==> config.mk <==
export PLATFORM = sky130hd
export DESIGN_NAME = acms_dev_flat
export DESIGN_NICKNAME = d
export VERILOG_FILES = /design/src/hdl/acms_pkg.sv /design/src/hdl/acms_if.sv /design/src/hdl/acms_dev.sv /design/src/flat_wrapper.sv
export VERILOG_INCLUDE_DIRS = /design/src /design/src/hdl
export SDC_FILE = /design/constraint.sdc
export NUM_CORES = 1
export LEC_CHECK = 0
export BUFFER_PORTS_ARGS = -buffer_cell sky130_fd_sc_hd__buf_2
export CORE_MARGIN = 3
export CORE_UTILIZATION = 46
export DETAILED_ROUTE_END_ITERATION = 6
export PLACE_DENSITY_LB_ADDON = 0.08
export RECOVER_POWER = 50
export SLEW_MARGIN = 20
export SYNTH_ARGS = -nofsm -noshare
export SYNTH_HDL_FRONTEND = slang
export SYNTH_SLANG_ARGS = --single-unit
==> constraint.sdc <==
create_clock -name clk -period 2.1 [get_ports clk]
set_input_delay 0.42 -clock clk [delete_from_list [all_inputs] [get_ports clk]]
set_output_delay 0.42 -clock clk [all_outputs]
set_load 0.005 [all_outputs]
==> src/hdl/acms_defs.svh <==
// Constants for the converter configuration-source selection block.
// Assumes one 100 MHz clock on both ends; the link pins are slow levels.
// Behaviour
// Low-latency option gives ten-sample output latency.
// Host holds reset pin high for pins.
// Pin mode configures itself from pin levels.
// Shift clock level selects gain and reference.
// Select level picks interface and format.
// Three mode pins jointly choose power modes.
// Host holds reset low for serial port.
// Reset pulse or soft bit loads defaults.
// Host keeps reset low while programming.
// Serial-only host ties mode pins low.
// Host holds reset low for combined control.
// Combined mode takes power modes from pins.
// Override zero: mode pins choose power-down.
// Override one: register field chooses power-down.
// Falling-edge sampling, commit every sixteenth edge.
// Address byte first, then data byte.
// Soft reset restores defaults, self-clears.
// Mode pin pattern decode table.
// Shift activity ignored while reset pin high.
// Analog pins seen as two-bit codes.
`ifndef ACMS_DEFS_SVH
`define ACMS_DEFS_SVH
`define ACMS_CLK_NS 10
`define ACMS_LAT_LONG 14
`define ACMS_LAT_SHORT 10
`define ACMS_WORD_BITS 16
`define ACMS_SCLK_HALF_NS 40
`define ACMS_SCLK_HALF_CYC (`ACMS_SCLK_HALF_NS / `ACMS_CLK_NS)
`define ACMS_RST_MIN_NS 10
`define ACMS_RST_SYNC_MARGIN 2
`define ACMS_RST_CYC (((`ACMS_RST_MIN_NS + `ACMS_CLK_NS - 1) / `ACMS_CLK_NS) + `ACMS_RST_SYNC_MARGIN)
// Device register addresses and fields
`define ACMS_DREG_CTRL 8'h00
`define ACMS_DREG_PWR 8'h01
`define ACMS_DREG_CFG 8'h02
`define ACMS_CTRL_SRST 0
`define ACMS_CTRL_LOWLAT 1
`define ACMS_PWR_PIN_PRIORITY_SELECT 3
`define ACMS_CFG_GAIN 0
`define ACMS_CFG_EXTREF 1
`define ACMS_CFG_CMOS 2
`define ACMS_CFG_STRAIGHT 3
`define ACMS_CTRL_DEF 8'h00
`define ACMS_PWR_DEF 8'h00
`define ACMS_CFG_DEF 8'h00
// Host command registers
`define ACMS_HREG_CTRL 3'h0
`define ACMS_HREG_LVL 3'h1
`define ACMS_HREG_WORD 3'h2
`define ACMS_HREG_STAT 3'h3
`define ACMS_HCTL_PINMODE 0
`define ACMS_HCTL_RSTPULSE 1
`define ACMS_HCTL_MODE_LSB 2
`define ACMS_HCTL_DEF 16'h0000
`define ACMS_HLVL_DEF 16'h0000
`define ACMS_LVL_HIGH 2'h3
`define ACMS_LVL_LOW 2'h0
`endif

==> src/hdl/acms_pkg.sv <==
// Types shared by both ends of the configuration link.
// Assumes acms_defs.svh supplies the numeric constants.
package acms_pkg;
    // Encoding equals the mode pin pattern {one, two, three}
    typedef enum logic [2:0] {
        PWR_NORMAL = 3'h0,
        PWR_BUF_A_OFF = 3'h1,
        PWR_BUF_B_OFF = 3'h2,
        PWR_BUF_AB_OFF = 3'h3,
        PWR_DOWN_AB = 3'h4,
        PWR_STBY_A = 3'h5,
        PWR_STBY_B = 3'h6,
        PWR_INTERLEAVED = 3'h7
    } acms_pwr_t;
    typedef enum logic [1:0] {
        SER_OFF = 2'b01,
        SER_ACT = 2'b10
    } acms_ser_t;
    typedef enum logic [4:0] {
        HST_IDLE = 5'b00001,
        HST_SETUP = 5'b00010,
        HST_HI = 5'b00100,
        HST_LO = 5'b01000,
        HST_HOLD = 5'b10000
    } acms_hst_t;
endpackage

==> src/hdl/acms_if.sv <==
// Pins between the host controller and the converter's control logic.
// All signals are driven by the host; analog pins carry two-bit level codes.
interface acms_if;
    logic resetPin;
    logic [1:0] selLvl;
    logic [1:0] sclkLvl;
    logic dataPin;
    logic [2:0] modePins;
    modport host (
        output resetPin,
        output selLvl,
        output sclkLvl,
        output dataPin,
        output modePins
    );
    modport dev (
        input resetPin,
        input selLvl,
        input sclkLvl,
        input dataPin,
        input modePins
    );
endinterface

==> src/hdl/acms_dev.sv <==
// Converter control end: selects pin or serial configuration, holds the
// serial registers and delays samples by the configured latency.
// Assumes link pins are asynchronous and samples arrive with sampleTick.
`include "acms_defs.svh"
module acms_dev
    import acms_pkg::*;
(
    input wire logic clk, // System clock
    input wire logic rstn, // Asynchronous reset, active low
    acms_if.dev lnk, // Configuration pins
    input wire logic sampleTick, // One pulse per conversion
    input wire logic [11:0] chanA, // Channel A sample, two's complement
    input wire logic [11:0] chanB, // Channel B sample, two's complement
    output logic [11:0] outA, // Delayed channel A data (or interleaved)
    output logic [11:0] outB, // Delayed channel B data
    output logic outValid, // Pulse when outputs update, except in PWR_DOWN_AB
    output logic outAEn, // Channel A output buffer enabled
    output logic outBEn, // Channel B output buffer enabled
    output logic gainHigh, // Coarse gain selected
    output logic extRef, // External reference selected
    output logic cmosIf, // Parallel CMOS interface, else DDR LVDS
    output logic straightBin, // Straight binary, else two's complement
    output logic lowLatency, // Low-latency option active
    output logic serialMode, // Serial configuration active
    output acms_pwr_t pwrMode // Effective power mode
);
    logic [8:0] pinRaw;
    logic [8:0] pinS1_r;
    logic [8:0] pinS2_r;
    logic rstPinD;
    logic [1:0] selD;
    logic [1:0] sclkD;
    logic dataD;
    logic [2:0] modeD;
    logic sclkPrev_r;
    logic rstPrev_r;
    logic sclkFall;
    logic hwInit;
    acms_ser_t serState_r;
    logic [3:0] bitCnt_r;
    logic [15:0] shift_r;
    logic [15:0] wordNxt;
    logic commit;
    logic [7:0] ctrlReg_r;
    logic [7:0] pwrReg_r;
    logic [7:0] cfgReg_r;
    logic pinGain;
    logic pinExt;
    logic pinCmos;
    logic pinStraight;
    logic [11:0] pipeA [0:`ACMS_LAT_LONG-1];
    logic [11:0] pipeB [0:`ACMS_LAT_LONG-1];
    logic [11:0] tapA;
    logic [11:0] tapB;
    logic muxPhase_r;

    // Splits a two-bit level code: upper bit and the exclusive-or of both bits
    function automatic logic [1:0] lvlSplit(input logic [1:0] code);
        lvlSplit = {code[1], code[1] ^ code[0]};
    endfunction

    function automatic logic [11:0] fmtConv(input logic [11:0] s, input logic sb);
        fmtConv = sb ? {~s[11], s[10:0]} : s;
    endfunction

    // two-bit level codes
    assign pinRaw = {lnk.resetPin, lnk.selLvl, lnk.sclkLvl, lnk.dataPin, lnk.modePins};

    always_ff @(posedge clk or negedge rstn) begin
        if (!rstn) begin
            pinS1_r <= 9'h000;
            pinS2_r <= 9'h000;
        end else begin
            pinS1_r <= pinRaw;
            pinS2_r <= pinS1_r;
        end
    end

    assign rstPinD = pinS2_r[8];
    assign selD = pinS2_r[7:6];
    assign sclkD = pinS2_r[5:4];
    assign dataD = pinS2_r[3];
    assign modeD = pinS2_r[2:0];

    always_ff @(posedge clk or negedge rstn) begin
        if (!rstn) begin
            sclkPrev_r <= 1'b0;
            rstPrev_r <= 1'b0;
        end else begin
            sclkPrev_r <= sclkD[1];
            rstPrev_r <= rstPinD;
        end
    end

    // falling shift clock edge
    assign sclkFall = sclkPrev_r & ~sclkD[1];
    // reset pin edge loads defaults
    assign hwInit = rstPinD & ~rstPrev_r;
    assign serialMode = ~rstPinD;

    // shift port closed while reset pin high
    always_ff @(posedge clk or negedge rstn) begin
        if (!rstn) begin
            serState_r <= SER_OFF;
        end else begin
            unique case (serState_r)
                SER_OFF: begin
                    if (!rstPinD && !selD[1]) begin
                        serState_r <= SER_ACT;
                    end
                end
                SER_ACT: begin
                    if (rstPinD || selD[1]) begin
                        serState_r <= SER_OFF;
                    end
                end
                default: begin
                    serState_r <= SER_OFF;
                end
            endcase
        end
    end

    // first bit in is address MSB
    assign wordNxt = {shift_r[14:0], dataD};
    // commit on each sixteenth edge
    assign commit = (serState_r == SER_ACT) && !selD[1] && !rstPinD && sclkFall
        && (bitCnt_r == 4'(`ACMS_WORD_BITS - 1));

    // counter restarts per select pulse, partial tail dropped
    always_ff @(posedge clk or negedge rstn) begin
        if (!rstn) begin
            bitCnt_r <= 4'h0;
            shift_r <= 16'h0000;
        end else if (serState_r != SER_ACT || selD[1] || rstPinD) begin
            bitCnt_r <= 4'h0;
        end else if (sclkFall) begin
            bitCnt_r <= bitCnt_r + 4'h1;
            shift_r <= wordNxt;
        end
    end

    always_ff @(posedge clk or negedge rstn) begin
        if (!rstn) begin
            ctrlReg_r <= `ACMS_CTRL_DEF;
            pwrReg_r <= `ACMS_PWR_DEF;
            cfgReg_r <= `ACMS_CFG_DEF;
        end else if (hwInit || ctrlReg_r[`ACMS_CTRL_SRST]) begin
            // defaults on init, R17 soft bit clears itself here
            ctrlReg_r <= `ACMS_CTRL_DEF;
            pwrReg_r <= `ACMS_PWR_DEF;
            cfgReg_r <= `ACMS_CFG_DEF;
        end else if (commit) begin
            // address byte selects, data byte stored
            unique case (wordNxt[15:8])
                `ACMS_DREG_CTRL: ctrlReg_r <= wordNxt[7:0];
                `ACMS_DREG_PWR: pwrReg_r <= wordNxt[7:0];
                `ACMS_DREG_CFG: cfgReg_r <= wordNxt[7:0];
                default: begin
                end
            endcase
        end
    end

    // shift clock level decode
    assign {pinGain, pinExt} = lvlSplit(sclkD);
    // select level decode
    assign {pinCmos, pinStraight} = lvlSplit(selD);

    always_comb begin
        if (rstPinD) begin
            // pin mode follows levels continuously
            gainHigh = pinGain;
            extRef = pinExt;
            cmosIf = pinCmos;
            straightBin = pinStraight;
            lowLatency = 1'b0;
            // three pins decoded jointly
            pwrMode = acms_pwr_t'(modeD);
        end else begin
            gainHigh = cfgReg_r[`ACMS_CFG_GAIN];
            extRef = cfgReg_r[`ACMS_CFG_EXTREF];
            cmosIf = cfgReg_r[`ACMS_CFG_CMOS];
            straightBin = cfgReg_r[`ACMS_CFG_STRAIGHT];
            lowLatency = ctrlReg_r[`ACMS_CTRL_LOWLAT];
            if (pwrReg_r[`ACMS_PWR_PIN_PRIORITY_SELECT]) begin
                // R14 register field overrides pins
                pwrMode = acms_pwr_t'(pwrReg_r[2:0]);
            end else begin
                // pins govern power modes
                pwrMode = acms_pwr_t'(modeD);
            end
        end
    end

    // Sample delay line; entry k holds the sample taken k+1 ticks ago
    always_ff @(posedge clk) begin
        if (sampleTick) begin
            pipeA[0] <= chanA;
            pipeB[0] <= chanB;
        end
    end

    for (genvar k = 1; k < `ACMS_LAT_LONG; k++) begin : g_pipe
        always_ff @(posedge clk) begin
            if (sampleTick) begin
                pipeA[k] <= pipeA[k-1];
                pipeB[k] <= pipeB[k-1];
            end
        end
    end

    // tap chosen by latency option
    assign tapA = lowLatency ? pipeA[`ACMS_LAT_SHORT-1] : pipeA[`ACMS_LAT_LONG-1];
    assign tapB = lowLatency ? pipeB[`ACMS_LAT_SHORT-1] : pipeB[`ACMS_LAT_LONG-1];

    // pattern effects on output buffers and power
    always_ff @(posedge clk or negedge rstn) begin
        if (!rstn) begin
            outA <= 12'h000;
            outB <= 12'h000;
            outValid <= 1'b0;
            outAEn <= 1'b0;
            outBEn <= 1'b0;
            muxPhase_r <= 1'b0;
        end else begin
            outValid <= sampleTick && (pwrMode != PWR_DOWN_AB);
            outAEn <= !(pwrMode inside {PWR_BUF_A_OFF, PWR_BUF_AB_OFF, PWR_DOWN_AB,
                PWR_STBY_A});
            outBEn <= !(pwrMode inside {PWR_BUF_B_OFF, PWR_BUF_AB_OFF, PWR_DOWN_AB,
                PWR_STBY_B, PWR_INTERLEAVED});
            if (sampleTick) begin
                muxPhase_r <= ~muxPhase_r;
                // Interleaved mode: A and B alternate on the A bus
                if (pwrMode == PWR_INTERLEAVED && muxPhase_r) begin
                    outA <= fmtConv(tapB, straightBin);
                end else begin
                    outA <= fmtConv(tapA, straightBin);
                end
                outB <= fmtConv(tapB, straightBin);
            end
        end
    end
endmodule

==> src/flat_wrapper.sv <==
// flat-port wrapper written by rule: the top's interface ports become plain ports
module acms_dev_flat import acms_pkg::*;
  (clk, rstn, sampleTick, chanA, chanB, outA, outB, outValid, outAEn, outBEn, gainHigh, extRef, cmosIf, straightBin, lowLatency, serialMode, pwrMode, lnk_resetPin, lnk_selLvl, lnk_sclkLvl, lnk_dataPin, lnk_modePins);
  acms_if lnk_i ();
  input wire logic clk;
  input wire logic rstn;
  input wire logic sampleTick;
  input wire logic [11:0] chanA;
  input wire logic [11:0] chanB;
  output logic [11:0] outA;
  output logic [11:0] outB;
  output logic outValid;
  output logic outAEn;
  output logic outBEn;
  output logic gainHigh;
  output logic extRef;
  output logic cmosIf;
  output logic straightBin;
  output logic lowLatency;
  output logic serialMode;
  output acms_pwr_t pwrMode;
  input wire logic [$bits(lnk_i.resetPin)-1:0] lnk_resetPin;
  input wire logic [$bits(lnk_i.selLvl)-1:0] lnk_selLvl;
  input wire logic [$bits(lnk_i.sclkLvl)-1:0] lnk_sclkLvl;
  input wire logic [$bits(lnk_i.dataPin)-1:0] lnk_dataPin;
  input wire logic [$bits(lnk_i.modePins)-1:0] lnk_modePins;
  assign lnk_i.resetPin = lnk_resetPin;
  assign lnk_i.selLvl = lnk_selLvl;
  assign lnk_i.sclkLvl = lnk_sclkLvl;
  assign lnk_i.dataPin = lnk_dataPin;
  assign lnk_i.modePins = lnk_modePins;
  acms_dev u_core (.clk(clk), .rstn(rstn), .lnk(lnk_i), .sampleTick(sampleTick), .chanA(chanA), .chanB(chanB), .outA(outA), .outB(outB), .outValid(outValid), .outAEn(outAEn), .outBEn(outBEn), .gainHigh(gainHigh), .extRef(extRef), .cmosIf(cmosIf), .straightBin(straightBin), .lowLatency(lowLatency), .serialMode(serialMode), .pwrMode(pwrMode));
endmodule
## Word-level counts from Yosys, hierarchy flattened

Memory sizes are Yosys's and may differ from the RTL's.
Index checks and enable logic that the tools add are counted.

| word-level totals | value |
|---|---|
| register bits after elaboration | 79 |
| RAM bits | 336 |
| input bits | 36 |
| output and inout port bits | 36 |
| memories | 2 |

| cells by class | value |
|---|---|
| $add $sub $neg | 1 |
| equal/unequal tests | 16 |
| mux-type cells | 28 |
| bitwise gates (word level) | 11 |
| reduce and logical (&&, ||, !) cells | 28 |

Memory list:

| name | words | width | read ports | clocked after memory_dff | wr ports | line | text |
|---|---|---|---|---|---|---|---|
| u_core.pipeA | 14 | 12 | 14 | 0 | 14 | acms_dev.sv:51 | `` logic [11:0] pipeA [0:`ACMS_LAT_LONG-1]; `` |
| u_core.pipeB | 14 | 12 | 14 | 0 | 14 | acms_dev.sv:52 | `` logic [11:0] pipeB [0:`ACMS_LAT_LONG-1]; `` |

Operator list:

| cell | count |
|---|---|
| 12-bit two-way mux | 5 |
| 4-bit two-way mux | 8 |
| 3-bit == test (second input constant) | 4 |
| 2-bit two-way mux | 5 |
| 2-bit AND reduction | 5 |
| 2-bit nonzero test | 5 |
| 8-bit by 1-bit == test with 1-bit output (second input constant) | 1 |
| 8-bit by 2-bit == test with 1-bit output (second input constant) | 1 |
| 8-bit logical NOT | 1 |
| 1-bit logical AND | 7 |
| 1-bit two-way mux | 7 |
| 1-bit NOT | 7 |
| 3-bit by 2-bit == test with 1-bit output (second input constant) | 2 |
| 3-bit two-way mux | 2 |
| 5-bit nonzero test | 1 |
| 4-bit by 1-bit adder with 4-bit output (second input constant) | 1 |
| 4-bit == test (second input constant) | 1 |
| 1-bit logical NOT | 4 |
| 1-bit logical OR | 4 |
| 2-bit by 1-bit inequality test with 1-bit output (second input constant) | 2 |
| 2-bit one-hot mux with 2 select lines | 1 |
| 4-bit nonzero test | 1 |
| 3-bit by 1-bit == test with 1-bit output (second input constant) | 1 |
| 3-bit inequality test (second input constant) | 1 |
| 5 further kinds | 7 |

## Longest topological paths before layout

| logic depth | value |
|---|---|
| word-level depth | 7 |
| gate-level depth with buffers | 6 |
| depth with buffers taken out | 5 |

## Least setup slack after synthesis

OpenSTA, ideal clock, no wires.

| timing path | value |
|---|---|
| path type | flip-flop to flip-flop |
| start | reg u_core.pinS2_r[8] |
| end | reg u_core.outA[10] |
| library setup time | 0.125 ns |
| arrival | 1.469 ns |
| required time | 1.975 ns |
| setup slack | 0.506 ns |
| cell stages (with the launch flop) | 7 |
| buffers on the path | 2 |
| period minus slack after synthesis | 1.594 ns |
| path through | dfrtp_1 > nor2b_1 > buf_6 > mux2i_4 > buf_12 > mux2i_1 > mux2_2 |

| on the way | value |
|---|---|
| word-level cells in the longest chain between the ends | 4 |
| elaborated cells on any way between the ends | 9 |
| those cells by class | eq/ne: 1; mux: 7; reduce/logical: 1 |

RTL lines:

| item | line | text |
|---|---|---|
| start: declaration | acms_dev.sv:29 | `logic [8:0] pinS2_r;` |
| start signal: assignment | acms_dev.sv:75 | `pinS2_r <= pinS1_r;` |
| 3-bit two-way mux or 1-bit two-way mux (tied branches) | acms_dev.sv:171 | `if (rstPinD) begin` |
| 3-bit == test (tied with other cells) | acms_dev.sv:235 | `if (pwrMode == PWR_INTERLEAVED && muxPhase_r) begin` |
| 1-bit logical AND or 12-bit two-way mux (tied branches) | acms_dev.sv:235, acms_dev.sv:63 |  |
| 12-bit two-way mux (*) | acms_dev.sv:235 |  |
| end signal: assignment | acms_dev.sv:236 | `outA <= fmtConv(tapB, straightBin);` |
| end signal: assignment | acms_dev.sv:238 | `outA <= fmtConv(tapA, straightBin);` |
| end: declaration | acms_dev.sv:14 | `output logic [11:0] outA,` |

Mark *: on every way between the ends. The rest lies on a longest branch, timed or not.
A chain may end at the register's enable or synchronous reset.

## Worst setup path after layout

| timing path | value |
|---|---|
| start | reg u_core.pinS2_r[8] |
| end | out pwrMode[1] |

| on the way | value |
|---|---|
| word-level cells in the longest chain between the ends | 1 |

RTL lines:

| item | line | text |
|---|---|---|
| 3-bit two-way mux | acms_dev.sv:171 |  |
| end: declaration | flat_wrapper.sv:21 | `output acms_pwr_t pwrMode;` |

Every way passes these cells.

==> impl_metrics.yaml <==
status:
  status: "finished clean"
finish:
  post_route_cells_drive_above_1_share_pct: 24.1
  final_cell_count_no_fill: 1175
  utilization_pct: 56.1
  stdcell_area_um2: 16200
  seqCellArea_um2: 12100
  layout_common_cells: "edfxtp_1, dfrtp_1, buf_2"
  nFillCells: 2193
  fin_nets: 795
  area_delta_synth_final_pct: 19.6
  layout_commonest_cell: "edfxtp_1"
  multi_input_area_um2: 1370
  insertedDiodeCount: 0
synthesis:
  synth-xor-area-share_pct: 0.582
  synthMuxAreaShare_pct: 5.46
  yosysWarnings: 0
  synth_cells: 607
  synth_area_um2: 13500
  synth_nets: 644
  synth_fa_ha_area_share_pct: 0.0925
  synth_edf_count: 336
  synth-compound-area-share_pct: 1.52
  synth-async-reset-ratio_pct: 19.0
  avgSynthCellArea_um2: 22.3
  synth_top_family_by_area: "multiplexers"
  ys_seq_area_share_pct: 89.2
  synth_flop_cell: "edfxtp_1"
  synthSimpleGateAreaFrac_pct: 2.31
  synthDistinctLibCells: 39
  synth-seq-cells: 415
global_route:
  overflow: 0
  grt_pass1_wl_mm: 29.7
  grt_usage_pct: 11.9
  antenna_found_initial: 0
  grt_max_degree: 46
  grt_pass1_vias: 5899
sta:
  fin_crit_ns: 2.09
  max_slew_margin_pct: 43.6
  post-route-period-util_pct: 99.7
  finalSetupViolations: 0
  finalMaxSlewViolations: 0
  rsz0062_at_grt: "true"
  final.setup.tns_ns: 0
  max_freq_mhz: 478
  hold_viol: 0
  max_slew.worst_pin.slew_ns: 0.845
  fin_skew_ns: 0.0189
worst_setup_path:
  cp_top_family: "flip-flops"
  worstPathMaxFanout: 5
  slowest_stage: "dfrtp_1"
  end_kind: "output port"
  r2r_setup_slack_ns: 0.27
  endpoint: "pwrMode[1]"
  cp-startpoint: "u_core.pinS2_r[8]"
  slowest_delay_ns: 0.40
  worstPathCellList: "nor2b_1, buf_4, mux2i_1, inv_1, buf_2"
  rr_worst_depth: 5
  start_kind: "flip-flop"
  path_buf_inv: 3
  timing.rr.start: "u_core.pinS2_r[8]"
  cp.required_ns: 1.68
  worstSetupPathType: "flip-flop to output port"
  critPathArrivalTime_ns: 1.67
  cp.depth: 5
  r2r_end: "u_core.pwrReg_r[3]"
clock_network:
  numCtsBuffers: 42
  cts_max_level: 2
  cts_sinks: 415
  clk_latency_ns: 0.53
  clk_pin_slew_ns: 0.06
  cts-root-buf: "clkbuf_16"
  cts_tree: "done"
  cts_buffer_depth: 3
power:
  p_per_area_nw_per_um2: 1070
  p_leak_nw: 6.13
  peakVddDrop_mv: 0.554
routing:
  vias: 5653
  wire_per_inst_um: 15.7
  drc: 0
  drtIter0Drc: 483
  first_pass_iters: 6
  antenna_left: 0
  totalWireLength_mm: 18.4
  vias_per_cell: 4.81
placed_design:
  hpwl_mm: 10.8
  gp_congestion: 0.849
  dp_cells: 1082
  portBuffers: 71
  dpl-instance-area_um2: 14700
min_path:
  hp-class: "primary input to flip-flop"
floorplanning:
  die_area_um2: 31500
  num_rows: 62
  core_um2: 28900
  io-pin-count: 72
  die_w_um: 178
  die_y_um: 178
  start_util_pct: 46.9
run:
  cap_violations: 0
registers in the layout, indices dropped and copies added (netlist names):
register           cells
u_core.muxPhase_r      1
u_core.shift_r        15
u_core.outAEn          1
u_core.rstPrev_r       1
u_core.pinS1_r         9
u_core.outValid        1
u_core.sclkPrev_r      1
u_core.pipeA         168
u_core.pinS2_r         9
u_core.outBEn          1
u_core.bitCnt_r        4
u_core.pwrReg_r        4
u_core.outB           12
u_core.pipeB         168
u_core.cfgReg_r        4
u_core.outA           12
u_core.ctrlReg_r       2
u_core.serState_r      2
worst min path at each step:
stage / startpoint / endpoint / depth (start not counted)
3_3_place_gp: u_core.pinS1_r[5] / u_core.pinS2_r[5] / 0
2_1_floorplan: rstn / u_core.bitCnt_r[0] / 0
4_1_cts: chanB[9] / u_core.pipeB[0][9] / 1
6_report: chanB[7] / u_core.pipeB[0][7] / 1
5_1_grt: chanA[3] / u_core.pipeA[0][3] / 1
3_5_place_dp: u_core.pinS1_r[7] / u_core.pinS2_r[7] / 0
metal layers:
metal / vias up / wire length [um] / track usage (%)
met5: - / 0 / 0
met1: 2816 / 8470 / 16.4
met4: 0 / 590 / 5.07
met3: 44 / 798 / 2.48
li1: 2662 / - / -
met2: 131 / 8550 / 18.5
synthesized netlist by cell type, types with 7 or more instances:
library cell	instances	area share [%]
edfxtp_1	336	75
dfrtp_1	78	14
mux2i_1	39	2.9
a21oi_1	22	0.81
nor2_1	18	0.50
mux2_1	16	1.3
mux2_2	13	1.1
nand4_1	10	0.46
o21ai_1	8	0.30
inv_1	7	0.19
final cells by class:
type | count | share of cell area (%)
sequential | 415 | 74.6
multi-input combinational | 171 | 8.46
clock buffer | 53 | 6.88
timing repair buffer | 120 | 5.49
tap | 384 | 2.97
clock inverter | 24 | 1.45
inverter | 8 | 0.186
stage by stage:
stage	hold slack, ns	power, W	setup WS, ns
finish	0.0720	0.0173	0.00610
global route	0.0431	0.0180	-0.0790
detailed placement	0.336	0.0103	0.298
global placement	0.336	0.0103	0.398
CTS	0.0389	0.0176	-0.0261
floorplan	0.124	0.00989	0.506
power by group:
part           total (W)  internal (W)  switching, W
combinational   0.000535      0.000240      0.000295
clock            0.00716       0.00427       0.00289
sequential       0.00962       0.00945      0.000169
what timing repair did:
action / 4_1_cts / 5_1_grt
gates resized for setup: 6 / 2
setup endpoints to repair: 4 / 7
hold buffers: 10 / 0
endpoints found under the hold margin: 33 / 0
setup buffers: 4 / 2
cell families (layout without fill, tap and decap cells):
logic type               after synthesis  after routing
buffers and inverters                 21            205
AO/OA/AOI/OAI                         38             38
adder cells (fa/ha/maj)                1              1
flip-flops                           415            415
XOR/XNOR                               9              9
multiplexers                          69             69
AND/OR/NAND/NOR                       54             54
No activity file was read; power rests on OpenSTA's default activity.
